--- src/rtl/gear_defines.svh ---
// constants for the electronic gear and path join block
`ifndef GEAR_DEFINES_SVH
`define GEAR_DEFINES_SVH

// ****************************************************************
// register map (byte addresses)
// ****************************************************************
`define AXIS_STRIDE       8'h10
`define REG_PPR_OFS       8'h00
`define REG_TPR_OFS       8'h04
`define REG_CFG_OFS       8'h08
`define REG_STAT_OFS      8'h0C
`define REG_CMD_ADDR      8'h40
`define REG_GSTAT_ADDR    8'h44

// ****************************************************************
// field positions
// ****************************************************************
`define CFG_MULT_LSB      0
`define CFG_UNIT_LSB      2
`define CFG_PATH_BIT      4
`define STAT_ALIGN_BIT    16
`define STAT_NEAR_BIT     17
`define STAT_READY_BIT    18

// ****************************************************************
// reset values
// ****************************************************************
`define PPR_RESET         16'h4E20
`define TPR_RESET         16'h4E20
`define CFG_RESET         5'h00

// ****************************************************************
// unit multiplier values selected by the two-bit code
// ****************************************************************
`define MULT_X1           10'h001
`define MULT_X10          10'h00A
`define MULT_X100         10'h064
`define MULT_X1000        10'h3E8

// ****************************************************************
// timing
// ****************************************************************
`define CLK_HZ            40000000
`define PULSE_MAX_HZ      1000000
`define PULSE_MIN_CYCLES  ((`CLK_HZ + `PULSE_MAX_HZ - 1) / `PULSE_MAX_HZ)

`endif

--- src/rtl/gear_pkg.sv ---
// types shared by the electronic gear and path join block
package gear_pkg;

  typedef enum logic {PATH_EXACT, PATH_NEAR} path_mode_t;

  typedef enum logic [1:0] {UNIT_MM, UNIT_INCH, UNIT_DEGREE, UNIT_PULSE} unit_sel_t;

  typedef enum logic {ACC_RUN, ACC_ALIGN} acc_state_t;

endpackage

--- src/rtl/gear_accum.sv ---
// per-axis sub-pulse accumulator and pulse emitter
`timescale 1ns/1ps
`include "gear_defines.svh"

module gear_accum (
  input  wire logic        ref_clk_in,     // 40 MHz clock
  input  wire logic        rst_in,         // asynchronous reset, active high
  input  wire logic        tick_in,        // pulse rate enable
  input  wire logic [15:0] ppr_in,         // active pulses per rotation
  input  wire logic [25:0] den_in,         // active travel per rotation times multiplier
  input  wire logic        near_mode_in,   // 1: near pass joining
  input  wire logic        clear_in,       // clear remainder
  input  wire logic        step_valid_in,  // travel step offered
  input  wire logic [15:0] step_amount_in, // signed travel in least units
  input  wire logic        seg_end_in,     // last step of a segment given
  output logic             step_ready_out, // step taken when valid
  output logic             pulse_out,      // one-cycle command pulse
  output logic             dir_out,        // 1: reverse
  output logic      [15:0] remainder_out,  // low bits of remainder
  output logic             aligning_out    // end-of-segment alignment running
);

  gear_pkg::acc_state_t state_q;
  logic signed [34:0]   acc_q;
  logic signed [34:0]   den_s;
  logic signed [34:0]   prod_s;
  logic                 can_fwd;
  logic                 can_rev;
  logic                 accept;
  logic                 drained;

  // travel counted in numerator units: step*ppr against tpr*mult, no rounding
  assign den_s   = $signed({9'h000, den_in});
  // both factors widened first so the product is formed at full width, never truncated
  assign prod_s  = $signed({{19{step_amount_in[15]}}, step_amount_in})
                   * $signed({19'h0_0000, ppr_in});
  assign can_fwd = (den_in != 26'h0) && (acc_q >= den_s);
  assign can_rev = (den_in != 26'h0) && (acc_q <= -den_s);
  assign accept  = step_valid_in && step_ready_out;
  assign drained = !can_fwd && !can_rev;

  // accumulator: clear first, then pulse payout, then new travel
  always_ff @(posedge ref_clk_in or posedge rst_in)
  begin
    if (rst_in)
      acc_q <= '0;
    else if (clear_in)
      acc_q <= '0;
    else if (tick_in && can_fwd)
      acc_q <= acc_q - den_s;
    else if (tick_in && can_rev)
      acc_q <= acc_q + den_s;
    else if (accept)
      acc_q <= acc_q + prod_s;
    else if (state_q == gear_pkg::ACC_ALIGN && drained)
      acc_q <= '0;
  end

  // exact mode stalls at a segment end; near mode carries the remainder on
  always_ff @(posedge ref_clk_in or posedge rst_in)
  begin
    if (rst_in)
      state_q <= gear_pkg::ACC_RUN;
    else
      unique case (state_q)
        gear_pkg::ACC_RUN:
          if (seg_end_in && !near_mode_in)
            state_q <= gear_pkg::ACC_ALIGN;
        gear_pkg::ACC_ALIGN:
          if (drained || clear_in)
            state_q <= gear_pkg::ACC_RUN;
      endcase
  end

  // registered ready; dropped after each step and held low until the pulses have drained so acc settles
  always_ff @(posedge ref_clk_in or posedge rst_in)
  begin
    if (rst_in)
      step_ready_out <= 1'b0;
    else
      step_ready_out <= !accept && !clear_in && drained && state_q == gear_pkg::ACC_RUN
                        && !(seg_end_in && !near_mode_in);
  end

  // pulse and direction outputs
  always_ff @(posedge ref_clk_in or posedge rst_in)
  begin
    if (rst_in)
    begin
      pulse_out <= 1'b0;
      dir_out   <= 1'b0;
    end
    else
    begin
      pulse_out <= tick_in && !clear_in && !drained;
      if (tick_in && can_rev)
        dir_out <= 1'b1;
      else if (tick_in && can_fwd)
        dir_out <= 1'b0;
    end
  end

  // status copies
  always_ff @(posedge ref_clk_in or posedge rst_in)
  begin
    if (rst_in)
    begin
      remainder_out <= 16'h0000;
      aligning_out  <= 1'b0;
    end
    else
    begin
      remainder_out <= acc_q[15:0];
      aligning_out  <= (state_q == gear_pkg::ACC_ALIGN);
    end
  end

  // ****************************************************************
  // checks
  // ****************************************************************
  a_clear_zeroes: assert property (@(posedge ref_clk_in) disable iff (rst_in)
    clear_in |=> (acc_q == '0))
    else $error("remainder not cleared");

  a_fwd_pays: assert property (@(posedge ref_clk_in) disable iff (rst_in)
    (tick_in && can_fwd && !clear_in) |=>
      (pulse_out && !dir_out && acc_q == $past(acc_q) - $past(den_s)))
    else $error("forward pulse not paid out");

  a_no_pulse_idle: assert property (@(posedge ref_clk_in) disable iff (rst_in)
    (drained || !tick_in) |=> !pulse_out)
    else $error("pulse without whole pulse pending");

  a_exact_stalls: assert property (@(posedge ref_clk_in) disable iff (rst_in)
    (state_q == gear_pkg::ACC_ALIGN) |-> !step_ready_out)
    else $error("step taken while aligning");

  a_near_no_align: assert property (@(posedge ref_clk_in) disable iff (rst_in)
    (near_mode_in && state_q == gear_pkg::ACC_RUN && seg_end_in) |=>
      (state_q == gear_pkg::ACC_RUN))
    else $error("near mode entered alignment");

  a_step_adds: assert property (@(posedge ref_clk_in) disable iff (rst_in)
    (accept && !clear_in) |=> (acc_q == $past(acc_q) + $past(prod_s)))
    else $error("step travel not added exactly");

endmodule

--- src/rtl/gear_path_top.sv ---
// electronic gear scaling and path join selection, per axis, wishbone slave
// Functional notes
// - keep sub-pulse travel, output whole pulses, retain only the fraction
// - fixed-dimension feed start clears the sub-pulse remainder
// - a current-value change clears the sub-pulse remainder
// - travel per pulse is travel per rotation over pulses, times multiplier
// - written parameters take effect only on host ready rising edge
// - travel value one is the least unit step, 0.1 um for millimetres
// - path join mode parameter selects exact or near passing
// - exact mode, the reset default, aligns to every segment target
// - near mode carries leftover travel into the next segment
// - near mode keeps output speed up between segments
// - every axis has its own copy of all parameters
//
// Design decisions made here: the Wishbone register port and the register addresses.
`timescale 1ns/1ps
`include "gear_defines.svh"

module gear_path_top #(
  parameter int NUM_AXES = 2
) (
  input  wire logic                     ref_clk_in,     // 40 MHz clock
  input  wire logic                     rst_in,         // asynchronous reset, active high
  input  wire logic                     wb_cyc_in,      // wishbone cycle
  input  wire logic                     wb_stb_in,      // wishbone strobe
  input  wire logic                     wb_we_in,       // wishbone write
  input  wire logic [7:0]               wb_adr_in,      // byte address
  input  wire logic [3:0]               wb_sel_in,      // byte enables
  input  wire logic [31:0]              wb_dat_in,      // write data
  output logic      [31:0]              wb_dat_out,     // read data
  output logic                          wb_ack_out,     // acknowledge
  input  wire logic                     host_ready_in,  // host ready pin, asynchronous
  input  wire logic [NUM_AXES-1:0]      step_valid_in,  // travel step offered per axis
  input  wire logic [NUM_AXES*16-1:0]   step_amount_in, // signed travel per axis
  input  wire logic [NUM_AXES-1:0]      seg_end_in,     // segment end per axis
  output logic      [NUM_AXES-1:0]      step_ready_out, // step taken per axis
  output logic      [NUM_AXES-1:0]      pulse_out,      // command pulse per axis
  output logic      [NUM_AXES-1:0]      dir_out         // direction per axis, 1 reverse
);

  if (NUM_AXES < 1 || NUM_AXES > 4)
  begin : g_bad_axes
    $error("gear_path_top serves one to four axes");
  end

  // ****************************************************************
  // parameter storage, staged and active, one set per axis
  // ****************************************************************
  logic [15:0] ppr_stage_q   [NUM_AXES];
  logic [15:0] tpr_stage_q   [NUM_AXES];
  logic [4:0]  cfg_stage_q   [NUM_AXES];
  logic [15:0] ppr_act_q     [NUM_AXES];
  logic [25:0] den_act_q     [NUM_AXES];
  logic [1:0]  unit_act_q    [NUM_AXES];
  gear_pkg::path_mode_t mode_act_q [NUM_AXES];
  logic [15:0] remainder_w   [NUM_AXES];
  logic [NUM_AXES-1:0] aligning_w;
  logic [NUM_AXES-1:0] feed_clr_q;
  logic [NUM_AXES-1:0] value_clr_q;
  logic        rdy_meta_q;
  logic        rdy_sync_q;
  logic        rdy_prev_q;
  logic        apply;
  logic        wr_en;
  logic        tick;
  logic [2:0]  sel_axis;
  logic [3:0]  sel_ofs;
  logic        in_axes;

  localparam logic [4:0] cfg_rst = `CFG_RESET;

  // multiplier code to value
  function automatic logic [9:0] mult_of(input logic [1:0] code);
    logic [9:0] m;
    m = `MULT_X1;
    case (code)
      2'h1:    m = `MULT_X10;
      2'h2:    m = `MULT_X100;
      2'h3:    m = `MULT_X1000;
      default: m = `MULT_X1;
    endcase
    return m;
  endfunction

  // merge write data into a field under the byte enables
  function automatic logic [15:0] merge16(input logic [15:0] old, input logic [31:0] dat,
                                          input logic [3:0] sel);
    logic [15:0] r;
    r = old;
    if (sel[0])
      r[7:0] = dat[7:0];
    if (sel[1])
      r[15:8] = dat[15:8];
    return r;
  endfunction

  assign wr_en    = wb_cyc_in && wb_stb_in && wb_we_in && !wb_ack_out;
  assign sel_axis = wb_adr_in[6:4];
  assign sel_ofs  = wb_adr_in[3:0];
  assign in_axes  = !wb_adr_in[7] && ({5'h00, sel_axis} < 8'(NUM_AXES))
                    && (wb_adr_in < 8'(NUM_AXES * 16));
  assign apply    = rdy_sync_q && !rdy_prev_q;

  // ****************************************************************
  // host ready synchroniser and rising edge
  // ****************************************************************
  // the edge is taken from the second stage so only it reads the first
  always_ff @(posedge ref_clk_in or posedge rst_in)
  begin
    if (rst_in)
    begin
      rdy_meta_q <= 1'b0;
      rdy_sync_q <= 1'b0;
      rdy_prev_q <= 1'b0;
    end
    else
    begin
      rdy_meta_q <= host_ready_in;
      rdy_sync_q <= rdy_meta_q;
      rdy_prev_q <= rdy_sync_q;
    end
  end

  // ****************************************************************
  // staged registers written by software
  // ****************************************************************
  // staged values steer nothing until host ready rises
  always_ff @(posedge ref_clk_in or posedge rst_in)
  begin
    if (rst_in)
    begin
      for (int a = 0; a < NUM_AXES; a++)
      begin
        ppr_stage_q[a] <= `PPR_RESET;
        tpr_stage_q[a] <= `TPR_RESET;
        cfg_stage_q[a] <= `CFG_RESET;
      end
    end
    else if (wr_en && in_axes)
    begin
      for (int a = 0; a < NUM_AXES; a++)
      begin
        if (3'(a) == sel_axis)
        begin
          if (sel_ofs == 4'(`REG_PPR_OFS))
            ppr_stage_q[a] <= merge16(ppr_stage_q[a], wb_dat_in, wb_sel_in);
          if (sel_ofs == 4'(`REG_TPR_OFS))
            tpr_stage_q[a] <= merge16(tpr_stage_q[a], wb_dat_in, wb_sel_in);
          if (sel_ofs == 4'(`REG_CFG_OFS) && wb_sel_in[0])
            cfg_stage_q[a] <= wb_dat_in[4:0];
        end
      end
    end
  end

  // ****************************************************************
  // active copies, loaded on host ready rising edge
  // ****************************************************************
  // denominator formed once at load so the datapath never divides
  always_ff @(posedge ref_clk_in or posedge rst_in)
  begin
    if (rst_in)
    begin
      for (int a = 0; a < NUM_AXES; a++)
      begin
        ppr_act_q[a]  <= `PPR_RESET;
        den_act_q[a]  <= 26'(`TPR_RESET) * 26'(`MULT_X1);
        unit_act_q[a] <= cfg_rst[`CFG_UNIT_LSB +: 2];
        mode_act_q[a] <= gear_pkg::PATH_EXACT;
      end
    end
    else if (apply)
    begin
      for (int a = 0; a < NUM_AXES; a++)
      begin
        ppr_act_q[a]  <= ppr_stage_q[a];
        den_act_q[a]  <= 26'(tpr_stage_q[a]) * 26'(mult_of(cfg_stage_q[a][1:0]));
        unit_act_q[a] <= cfg_stage_q[a][3:2];
        mode_act_q[a] <= gear_pkg::path_mode_t'(cfg_stage_q[a][`CFG_PATH_BIT]);
      end
    end
  end

  // ****************************************************************
  // command register: write-one pulses per axis
  // ****************************************************************
  // bit 2a starts a fixed feed, bit 2a+1 marks a current-value change
  always_ff @(posedge ref_clk_in or posedge rst_in)
  begin
    if (rst_in)
    begin
      feed_clr_q  <= '0;
      value_clr_q <= '0;
    end
    else
    begin
      for (int a = 0; a < NUM_AXES; a++)
      begin
        feed_clr_q[a]  <= wr_en && wb_adr_in == `REG_CMD_ADDR && wb_sel_in[0]
                          && wb_dat_in[2*a];
        value_clr_q[a] <= wr_en && wb_adr_in == `REG_CMD_ADDR && wb_sel_in[0]
                          && wb_dat_in[2*a+1];
      end
    end
  end

  // ****************************************************************
  // wishbone answer: one wait state, zero for unmapped
  // ****************************************************************
  always_ff @(posedge ref_clk_in or posedge rst_in)
  begin
    if (rst_in)
    begin
      wb_ack_out <= 1'b0;
      wb_dat_out <= 32'h0000_0000;
    end
    else
    begin
      wb_ack_out <= wb_cyc_in && wb_stb_in && !wb_ack_out;
      wb_dat_out <= 32'h0000_0000;
      if (wb_adr_in == `REG_GSTAT_ADDR)
        wb_dat_out <= {31'h0000_0000, rdy_sync_q};
      else if (in_axes)
      begin
        for (int a = 0; a < NUM_AXES; a++)
        begin
          if (3'(a) == sel_axis)
          begin
            unique case (sel_ofs)
              4'(`REG_PPR_OFS):  wb_dat_out <= {16'h0000, ppr_stage_q[a]};
              4'(`REG_TPR_OFS):  wb_dat_out <= {16'h0000, tpr_stage_q[a]};
              4'(`REG_CFG_OFS):  wb_dat_out <= {27'h000_0000, cfg_stage_q[a]};
              4'(`REG_STAT_OFS): wb_dat_out <= {13'h0000, step_ready_out[a],
                                                mode_act_q[a] == gear_pkg::PATH_NEAR,
                                                aligning_w[a], remainder_w[a]};
              default:           wb_dat_out <= 32'h0000_0000;
            endcase
          end
        end
      end
    end
  end

  // ****************************************************************
  // pulse rate and per-axis accumulators
  // ****************************************************************
  // pacing caps output at the servo limit; slower gears simply idle between ticks
  rate_divider #(
    .DIV_CYCLES (`PULSE_MIN_CYCLES)
  ) rate_divider_i (
    .ref_clk_in (ref_clk_in),
    .rst_in     (rst_in),
    .tick_out   (tick)
  );

  for (genvar g = 0; g < NUM_AXES; g++)
  begin : g_axis
    // step amounts are in least units of the axis unit, so value one is one step
    gear_accum gear_accum_i (
      .ref_clk_in     (ref_clk_in),
      .rst_in         (rst_in),
      .tick_in        (tick),
      .ppr_in         (ppr_act_q[g]),
      .den_in         (den_act_q[g]),
      .near_mode_in   (mode_act_q[g] == gear_pkg::PATH_NEAR),
      .clear_in       (feed_clr_q[g] || value_clr_q[g]),
      .step_valid_in  (step_valid_in[g]),
      .step_amount_in (step_amount_in[g*16 +: 16]),
      .seg_end_in     (seg_end_in[g]),
      .step_ready_out (step_ready_out[g]),
      .pulse_out      (pulse_out[g]),
      .dir_out        (dir_out[g]),
      .remainder_out  (remainder_w[g]),
      .aligning_out   (aligning_w[g])
    );
  end

  // ****************************************************************
  // checks
  // ****************************************************************
  a_ack_single: assert property (@(posedge ref_clk_in) disable iff (rst_in)
    wb_ack_out |=> !wb_ack_out)
    else $error("ack held two cycles");

  a_apply_edge_only: assert property (@(posedge ref_clk_in) disable iff (rst_in)
    !apply |=> (ppr_act_q[0] == $past(ppr_act_q[0]) && den_act_q[0] == $past(den_act_q[0])))
    else $error("active gear changed without host ready edge");

  a_apply_loads: assert property (@(posedge ref_clk_in) disable iff (rst_in)
    apply |=> (den_act_q[0] == 26'($past(tpr_stage_q[0]))
               * 26'(mult_of($past(cfg_stage_q[0][1:0])))))
    else $error("denominator not formed on apply");

  a_mode_loads: assert property (@(posedge ref_clk_in) disable iff (rst_in)
    apply |=> (mode_act_q[0] == gear_pkg::path_mode_t'($past(cfg_stage_q[0][`CFG_PATH_BIT]))))
    else $error("path mode not loaded on apply");

  a_cmd_clear: assert property (@(posedge ref_clk_in) disable iff (rst_in)
    (wr_en && wb_adr_in == `REG_CMD_ADDR && wb_sel_in[0] && wb_dat_in[1]) |=> value_clr_q[0])
    else $error("value change did not clear");

endmodule

--- src/rtl/rate_divider.sv ---
// one-cycle enable pulse every DIV_CYCLES clocks
`timescale 1ns/1ps
`include "gear_defines.svh"

module rate_divider #(
  parameter int DIV_CYCLES = `PULSE_MIN_CYCLES
) (
  input  wire logic ref_clk_in, // 40 MHz clock
  input  wire logic rst_in,     // asynchronous reset, active high
  output logic      tick_out    // one-cycle enable
);

  localparam int CW = $clog2(DIV_CYCLES + 1);

  logic [CW-1:0] count_q;

  if (DIV_CYCLES < 2)
  begin : g_bad_div
    $error("rate_divider needs at least two cycles per tick");
  end

  // free-running down counter, reload on terminal count
  always_ff @(posedge ref_clk_in or posedge rst_in)
  begin
    if (rst_in)
    begin
      count_q  <= '0;
      tick_out <= 1'b0;
    end
    else if (count_q == '0)
    begin
      count_q  <= CW'(DIV_CYCLES - 1);
      tick_out <= 1'b1;
    end
    else
    begin
      count_q  <= count_q - 1'b1;
      tick_out <= 1'b0;
    end
  end

endmodule

--- config.mk ---
export PLATFORM = sky130hd
export DESIGN_NAME = gear_path_top
export DESIGN_NICKNAME = d
export VERILOG_FILES = /design/src/rtl/gear_pkg.sv /design/src/rtl/gear_accum.sv /design/src/rtl/gear_path_top.sv /design/src/rtl/rate_divider.sv
export VERILOG_INCLUDE_DIRS = /design/src /design/src/rtl
export SDC_FILE = /design/constraint.sdc
export NUM_CORES = 2
export LEC_CHECK = 0
export BUFFER_PORTS_ARGS = -buffer_cell sky130_fd_sc_hd__buf_2
export CORE_MARGIN = 3
export CORE_UTILIZATION = 50
export CTS_CLUSTER_SIZE = 12
export DETAILED_ROUTE_END_ITERATION = 10
export PLACE_DENSITY_LB_ADDON = 0.1
export SYNTH_ARGS = -nofsm -noshare
export SYNTH_HDL_FRONTEND = slang
export SYNTH_HIERARCHICAL = 1
export SYNTH_SLANG_ARGS = --single-unit
--- constraint.sdc ---
create_clock -name ref_clk_in -period 8.4 [get_ports ref_clk_in]
set_clock_uncertainty 0.1 [all_clocks]
set_input_delay 0.84 -clock ref_clk_in [delete_from_list [all_inputs] [get_ports ref_clk_in]]
set_output_delay 0.84 -clock ref_clk_in [all_outputs]
set_load 0.02 [all_outputs]
**Word level (Yosys, flattened, before mapping)**

Index checks and enable logic that the tools add are counted.
W data, S select, Z words.

- Register bits after elaboration: 319
- Bits of input ports: 86
- Output and inout bits: 39
- Logic and storage cells: 187

- Add/sub/neg operators: 9
- Multiply operators: 4
- $lt $le $gt $ge: 6
- Equal/unequal tests: 12
- Muxes and demuxes: 32
- Bitwise operators: 2
- Reductions and logical operators: 83

Operators by type and width:

| kind | number |
|---|---|
| $mux W35 | 10 |
| $pmux W19 S4 | 2 |
| $mux W32 | 3 |
| $add A35 B27 Y35 | 2 |
| $add A35 B35 Y35 | 2 |
| $ge A35 B27 Y1 | 2 |
| $le A35 B35 Y1 | 2 |
| $neg A26 Y35 | 2 |
| $sub A35 B27 Y35 | 2 |
| $mul A16 B17 Y33 | 2 |
| $pmux W10 S3 | 2 |
| $mul A16 B10 Y26 | 2 |
| $reduce_bool A26 Y1 | 2 |
| $logic_and A1 B1 Y1 | 43 |
| $reduce_and A4 Y1 | 8 |
| $mux W10 | 2 |
| $mux W19 | 1 |
| $logic_not A1 Y1 | 17 |
| $eq A8 B7 Y1 const B | 2 |
| $reduce_bool A5 Y1 | 2 |
| $mux W1 | 9 |
| $eq A2 B2 Y1 const B | 4 |
| $eq A4 B4 Y1 const B | 2 |
| $lt A8 B6 Y1 const B | 1 |
| other kinds (14) | 22 |

**Longest topological paths before layout**

- Depth in word-level cells: 11
- Gate-level depth with buffers: 25
- Depth with buffers taken out: 24

**Modules after synthesis**

The synthesis kept the hierarchy.

Modules (own cells, without submodules):

| module | times used | cells an instance | area each (um^2) | seq. area each (um^2) |
|---|---|---|---|---|
| gear_path_top | 1 | 1,808 | 17,316.6 | 4,729.5 |
| gear_accum at g_axis[1].gear_accum_i | 1 | 2,034 | 16,814.9 | 1,401.3 |
| gear_accum at g_axis[0].gear_accum_i | 1 | 2,020 | 16,726.0 | 1,401.3 |
| rate_divider | 1 | 30 | 325.3 | 175.2 |

**Least setup slack after synthesis**

Ideal clock, no wire load.

- Path type: in2reg
- Start: in step_amount_in[15]
- End: reg g_axis[0].gear_accum_i.acc_q[34]
- Setup time: 0.127 ns
- Data arrival time: 6.530 ns
- Data required time: 8.173 ns
- Setup slack: 1.644 ns
- Cell stages on the path: 22
- Buffers on the path: 1
- Cell sequence: inv_1 > clkbuf_1 > nor2_1 > fa_1 > fa_1 > fa_1 > fa_1 > fa_1 > inv_1 > fa_1 > inv_1 > ha_1 > a21o_1 > a31oi_1 > inv_1 > a32o_1 > nor2_1 > o31ai_1 > a221oi_1 > xnor2_1 > a22o_1 > o2bb2ai_1

- Word-level cells in the longest chain between the ends: 6

RTL lines:

| item | RTL line | RTL |
|---|---|---|
| from (decl) | gear_path_top.sv:34 | `input wire logic [NUM_AXES*16-1:0] step_amount_in,` |
| $mul A16 B17 Y33 | gear_accum.sv:36 | `* $signed({19'h0_0000, ppr_in});` |
| $add A35 B35 Y35 | gear_accum.sv:54 | `acc_q <= acc_q + prod_s;` |
| $mux W35 | gear_accum.sv:53 | `else if (accept)` |
| $mux W35 | gear_accum.sv:51 | `else if (tick_in && can_rev)` |
| $mux W35 | gear_accum.sv:49 | `else if (tick_in && can_fwd)` |
| $mux W35 | gear_accum.sv:47 | `else if (clear_in)` |
| to (signal assigned) | gear_accum.sv:50 | `acc_q <= acc_q - den_s;` |
| to (signal assigned) | gear_accum.sv:52 | `acc_q <= acc_q + den_s;` |
| to (signal assigned) | gear_accum.sv:54 |  |
| to (decl) | gear_accum.sv:24 | `logic signed [34:0] acc_q;` |

Every way passes these cells.
A chain may end at the register's enable or synchronous reset.

**Worst setup path after layout**

- Start: reg ppr_act_q[7] (netlist bit)
- End: reg g_axis[1].gear_accum_i.acc_q[32]

- Word-level cells in the longest chain between the ends: 6

RTL lines:

| item | RTL line | RTL |
|---|---|---|
| from (decl) | gear_path_top.sv:52 | `logic [15:0] ppr_act_q [NUM_AXES];` |
| from (signal, indexed assignment) | gear_path_top.sv:166 | `` ppr_act_q[a] <= `PPR_RESET; `` |
| from (signal, indexed assignment) | gear_path_top.sv:176 | `ppr_act_q[a] <= ppr_stage_q[a];` |
| $mul A16 B17 Y33 | gear_accum.sv:36 |  |
| $add A35 B35 Y35 | gear_accum.sv:54 |  |
| $mux W35 | gear_accum.sv:53 |  |
| $mux W35 | gear_accum.sv:51 |  |
| $mux W35 | gear_accum.sv:49 |  |
| $mux W35 | gear_accum.sv:47 |  |
| to (signal assigned) | gear_accum.sv:50 |  |
| to (signal assigned) | gear_accum.sv:52 |  |
| to (signal assigned) | gear_accum.sv:54 |  |
| to (decl) | gear_accum.sv:24 |  |

Every way passes these cells.

==> results_tabular.tex <==
\begin{tabular}{lr}
\hline
Metric & Value \\
\hline
\multicolumn{2}{l}{\textbf{Clock network}} \\
H-tree depth reported by CTS & 2 \\
Post-CTS Setup Bufs & 0 \\
CTS hold repair buffers & 0 \\
Post-CTS resize count & 0 \\
CTS sink count & just over 300 \\
Clock Tree Root & clkbuf\_16 \\
CTS tree & done \\
Worst-skew pair later-pin latency & 0.57 ns \\
Clock input transition at the sequential cells of the worst setup and hold paths & around 0.070 ns \\
Deepest clock path buffer count & 3 \\
CTS buffer count & 35 \\
\multicolumn{2}{l}{\textbf{Global routing}} \\
Overflow after GRT & 0 \\
Maximum number of pins on one net before global-route repair & 133 \\
Combined global-route utilization of all metal layers & 0.274 \\
Vias in the first global route & 40500 \\
Wire length of the first global-routing pass & 232 mm \\
Antenna violations before repair & 7 \\
\multicolumn{2}{l}{\textbf{STA}} \\
Final hold violation count & 0 \\
Final setup viols & 0 \\
Minimum setup slack in the final design & 1.24 ns \\
Setup TNS after final layout & 0 ns \\
Hold Slack & approximately 0.19 ns \\
Worst-case headroom to the max-slew limit & 0.318 \\
Final Max Tran Viols & 0 \\
Crit path time final & 7.16 ns \\
Achievable frequency & 140 MHz \\
Unrepaired setup endpoints after global routing & false \\
Transition at the pin with the smallest max-transition slack & 1.01 ns \\
Ratio of final minimum period to clock period & 0.852 \\
\multicolumn{2}{l}{\textbf{Power}} \\
Power density over the cells & between 150 and 200 nW/um\^{}2 \\
Leakage power summed over all cells & around 28 nW \\
Post-layout power & 8.54 mW \\
Peak supply drop & between 0.0002 and 0.00025 V \\
\multicolumn{2}{l}{\textbf{Floorplanning}} \\
Chip width & approximately 330 um \\
Effective utilization at floorplan & 0.507 \\
Area of the die & 106000 um\^{}2 \\
I/O pin total & between 100 and 150 \\
Placement row count & $\sim$120 \\
Core area & 101000 um\^{}2 \\
Height of the die & 326 um \\
\multicolumn{2}{l}{\textbf{Routing}} \\
Vias after detailed routing & 40900 \\
Post-DR wirelength/cell & 20.0 um \\
First-pass detailed-route iteration total & 6 \\
Post-detailed-route count of antenna-violating nets & 0 \\
Number of remaining DRC errors & 0 \\
Wire length reported by the detailed router & 144 mm \\
Post-detailed-route via-to-cell ratio & around 5.7 \\
Number of design-rule violations left by the first detailed-router iteration & 3360 \\
\multicolumn{2}{l}{\textbf{Setup path}} \\
Buf+Inv Stages, Crit Path & 5 \\
Largest stage delay on the critical path & about 0.92 ns \\
CP Depth & 23 \\
Slack of the worst reg-to-reg path & 1.24 ns \\
Worst Reg2Reg Path Length in Cells & 23 \\
Reg-to-reg critical path startpoint & ppr\_act\_q[7] \\
Classification of the worst setup path & reg2reg \\
Largest delay share family, worst path & adder cells \\
Cell Chain, Critical Path & nand2\_1 > fa\_1 > inv\_1 > fa\_1 > inv\_1 > fa\_1 > inv\_1 > fa\_1 > fa\_1 > inv\_1 > fa\_1 > inv\_1 > ha\_1 > nand3\_1 > nor2\_1 > o2111ai\_1 > a31oi\_1 > a21boi\_0 > o21a\_1 > nor2\_1 > mux2\_2 > nand3\_1 > o2111ai\_1 \\
Critical path capture point type & flop \\
Critical Path Source Type & flop \\
Crit-path slowest cell & dfrtp\_1 \\
Data arrival time of the critical path & 7.49 ns \\
CP required & 8.73 ns \\
Reg2Reg Capture Point & g\_axis[1].gear\_accum\_i/acc\_q[32] \\
Worst Path Max Fanout & 17 \\
Most repeated library cell on the critical path & fa\_1 \\
\multicolumn{2}{l}{\textbf{Worst hold path}} \\
Path category of the worst min-delay check & in2async \\
\multicolumn{2}{l}{\textbf{Yosys}} \\
Proportion of register bits with asynchronous set or reset after synthesis & 1.00 \\
Synth Area in Simple Gates & 0.172 \\
Adder and majority gate portion of the synthesized area & 0.391 \\
Post-Syn Area & 51200 um\^{}2 \\
Combinational family with the most area after synthesis & adder cells \\
Complex-gate fraction of the synthesized area & 0.142 \\
Register bit total from synthesis & 306 \\
Proportion of synthesized area in mux cells & 0.0200 \\
Post-Synthesis Mean Instance Area & 8.69 um\^{}2 \\
Parity-gate share of the synthesized area counting xor and xnor cells & 0.0296 \\
Sequential element share of the synthesized area & 0.151 \\
Synth cell types & between 100 and 150 \\
Number of warning messages in the yosys log & 6 \\
EDFF count, synth & 0 \\
Post-synth top flop & dfrtp\_1 \\
Cells after Synth & 5892 \\
\multicolumn{2}{l}{\textbf{Final layout}} \\
Most frequent cells in the layout & inv\_1 (996), nand2\_1 (694), fa\_1 (636) \\
Most common cell after layout, fill and taps aside & inv\_1 \\
Synthesis-to-layout area growth & 4.96\% \\
Final net count & 7112 \\
Final design instance area without fill & around 54000 um\^{}2 \\
Fraction of layout instances using a drive strength above 1 & 0.0708 \\
Fill cells & between 9000 and 10000 \\
Antenna diodes & 0 \\
\multicolumn{2}{l}{\textbf{Status}} \\
Status & completed \\
\multicolumn{2}{l}{\textbf{Placement}} \\
Quantity of I/O buffers inserted on ports & just over 90 \\
DP Area & between 50000 and 60000 um\^{}2 \\
Global placement routability congestion & roughly 0.93 \\
Half-perimeter wire length after detailed placement & 117 mm \\
Placement-stage worst setup slack & 0.756 ns \\
\multicolumn{2}{l}{\textbf{Run}} \\
Max-cap violation count & 0 \\
\hline
\end{tabular}
power by group:
part | leakage (nW) | switching [mW] | internal, mW
registers | 4.01 | 0.490 | 1.67
logic | 23.2 | 2.94 | 1.84
clock network | 0.576 | 0.665 | 0.946
total | 27.8 | 4.09 | 4.45
kinds of logic after synthesis:
kind of cell	after synthesis
buffers and inverters	1257
flip-flops	306
AND/OR/NAND/NOR	1791
adder cells (fa/ha/maj)	1216
XOR/XNOR	173
multiplexers	92
other	1
AO/OA/AOI/OAI	1056
through the flow:
stage,util,std cells
floorplan,-,5904
global placement,0.521,7130
detailed placement,0.521,7130
CTS,0.533,7193
global route,0.533,7193
finish,0.533,7193
cell usage after synthesis, types with 15 or more instances:
cell type,number,area share
o21a_1,33,0.0048
buf_4,17,0.0025
o21bai_1,24,0.0035
nand4_1,54,0.0066
a21oi_1,297,0.029
a221oi_1,27,0.0046
nand2_1,694,0.051
nor2_1,268,0.020
fa_1,636,0.25
or4_1,15,0.0022
o211ai_1,42,0.0062
clkbuf_1,192,0.014
buf_2,30,0.0029
a211oi_1,31,0.0045
a21o_1,80,0.012
nor2b_1,40,0.0049
nand2b_1,49,0.0060
and3_1,39,0.0048
dfstp_2,40,0.021
o21ai_0,175,0.017
o31ai_1,37,0.0054
a221o_1,48,0.0094
a31oi_1,18,0.0022
ha_1,580,0.14
nand3_1,81,0.0079
and2_1,321,0.039
xor2_1,38,0.0065
inv_1,999,0.073
o22ai_1,28,0.0034
a22o_1,19,0.0033
dfrtp_1,266,0.13
o221ai_1,19,0.0033
a22oi_1,16,0.0023
nor3_1,96,0.0094
xnor2_1,135,0.023
nor4_1,25,0.0031
mux2_2,77,0.017
or2_2,38,0.0046
or3_1,17,0.0021
area by class of cell:
type | count | area (um^2) | share of cell area
multi-input combinational | 4341 | 38700 | 0.720
sequential | 306 | 7710 | 0.143
inverter | 1001 | 3760 | 0.0701
tap | 1357 | 1700 | 0.0316
clock buffer | 53 | 1030 | 0.0191
timing repair buffer | 125 | 706 | 0.0131
clock inverter | 10 | 151 | 0.00282
registers in the layout (all words and copies together), names as in the netlist, 6 cells and up:
register and flops:
cfg_stage_q 10, den_act_q 52, g_axis.gear_accum_i/acc_q 70, g_axis.gear_accum_i/remainder_out 32, ppr_act_q 32, ppr_stage_q 32, rate_divider_i/count_q 6, tpr_stage_q 32
wb_dat_out 19
worst max path at each step:
stage,from,end
floorplan,step_amount_in[15],g_axis[0].gear_accum_i/acc_q[34]
global placement,step_amount_in[15],g_axis[0].gear_accum_i/acc_q[32]
detailed placement,step_amount_in[15],g_axis[0].gear_accum_i/acc_q[32]
CTS,ppr_act_q[24],g_axis[0].gear_accum_i/acc_q[32]
global route,ppr_act_q[24],g_axis[0].gear_accum_i/acc_q[32]
finish,ppr_act_q[7],g_axis[1].gear_accum_i/acc_q[32]
worst reg2reg max path: stages (launching register included):
cell and delay, ns:
dfrtp_1 0.92, nand2_1 0.22, fa_1 0.58, inv_1 0.05, fa_1 0.50, inv_1 0.05
fa_1 0.55, inv_1 0.05, fa_1 0.42, fa_1 0.52, inv_1 0.05, fa_1 0.49
inv_1 0.05, ha_1 0.38, nand3_1 0.13, nor2_1 0.17, o2111ai_1 0.24, a31oi_1 0.42
a21boi_0 0.23, o21a_1 0.25, nor2_1 0.12, mux2_2 0.34, nand3_1 0.11, o2111ai_1 0.11
layer usage:
| metal | part of all wire | vias up | track usage |
|---|---|---|---|
| li1 | - | 19200 | - |
| met1 | 0.49 | 20100 | 0.428 |
| met2 | 0.40 | 1373 | 0.387 |
| met3 | 0.082 | 190 | 0.0577 |
| met4 | 0.022 | 0 | 0.0570 |
| met5 | 0 | - | 0 |
No activity file was read; power rests on OpenSTA's default activity.
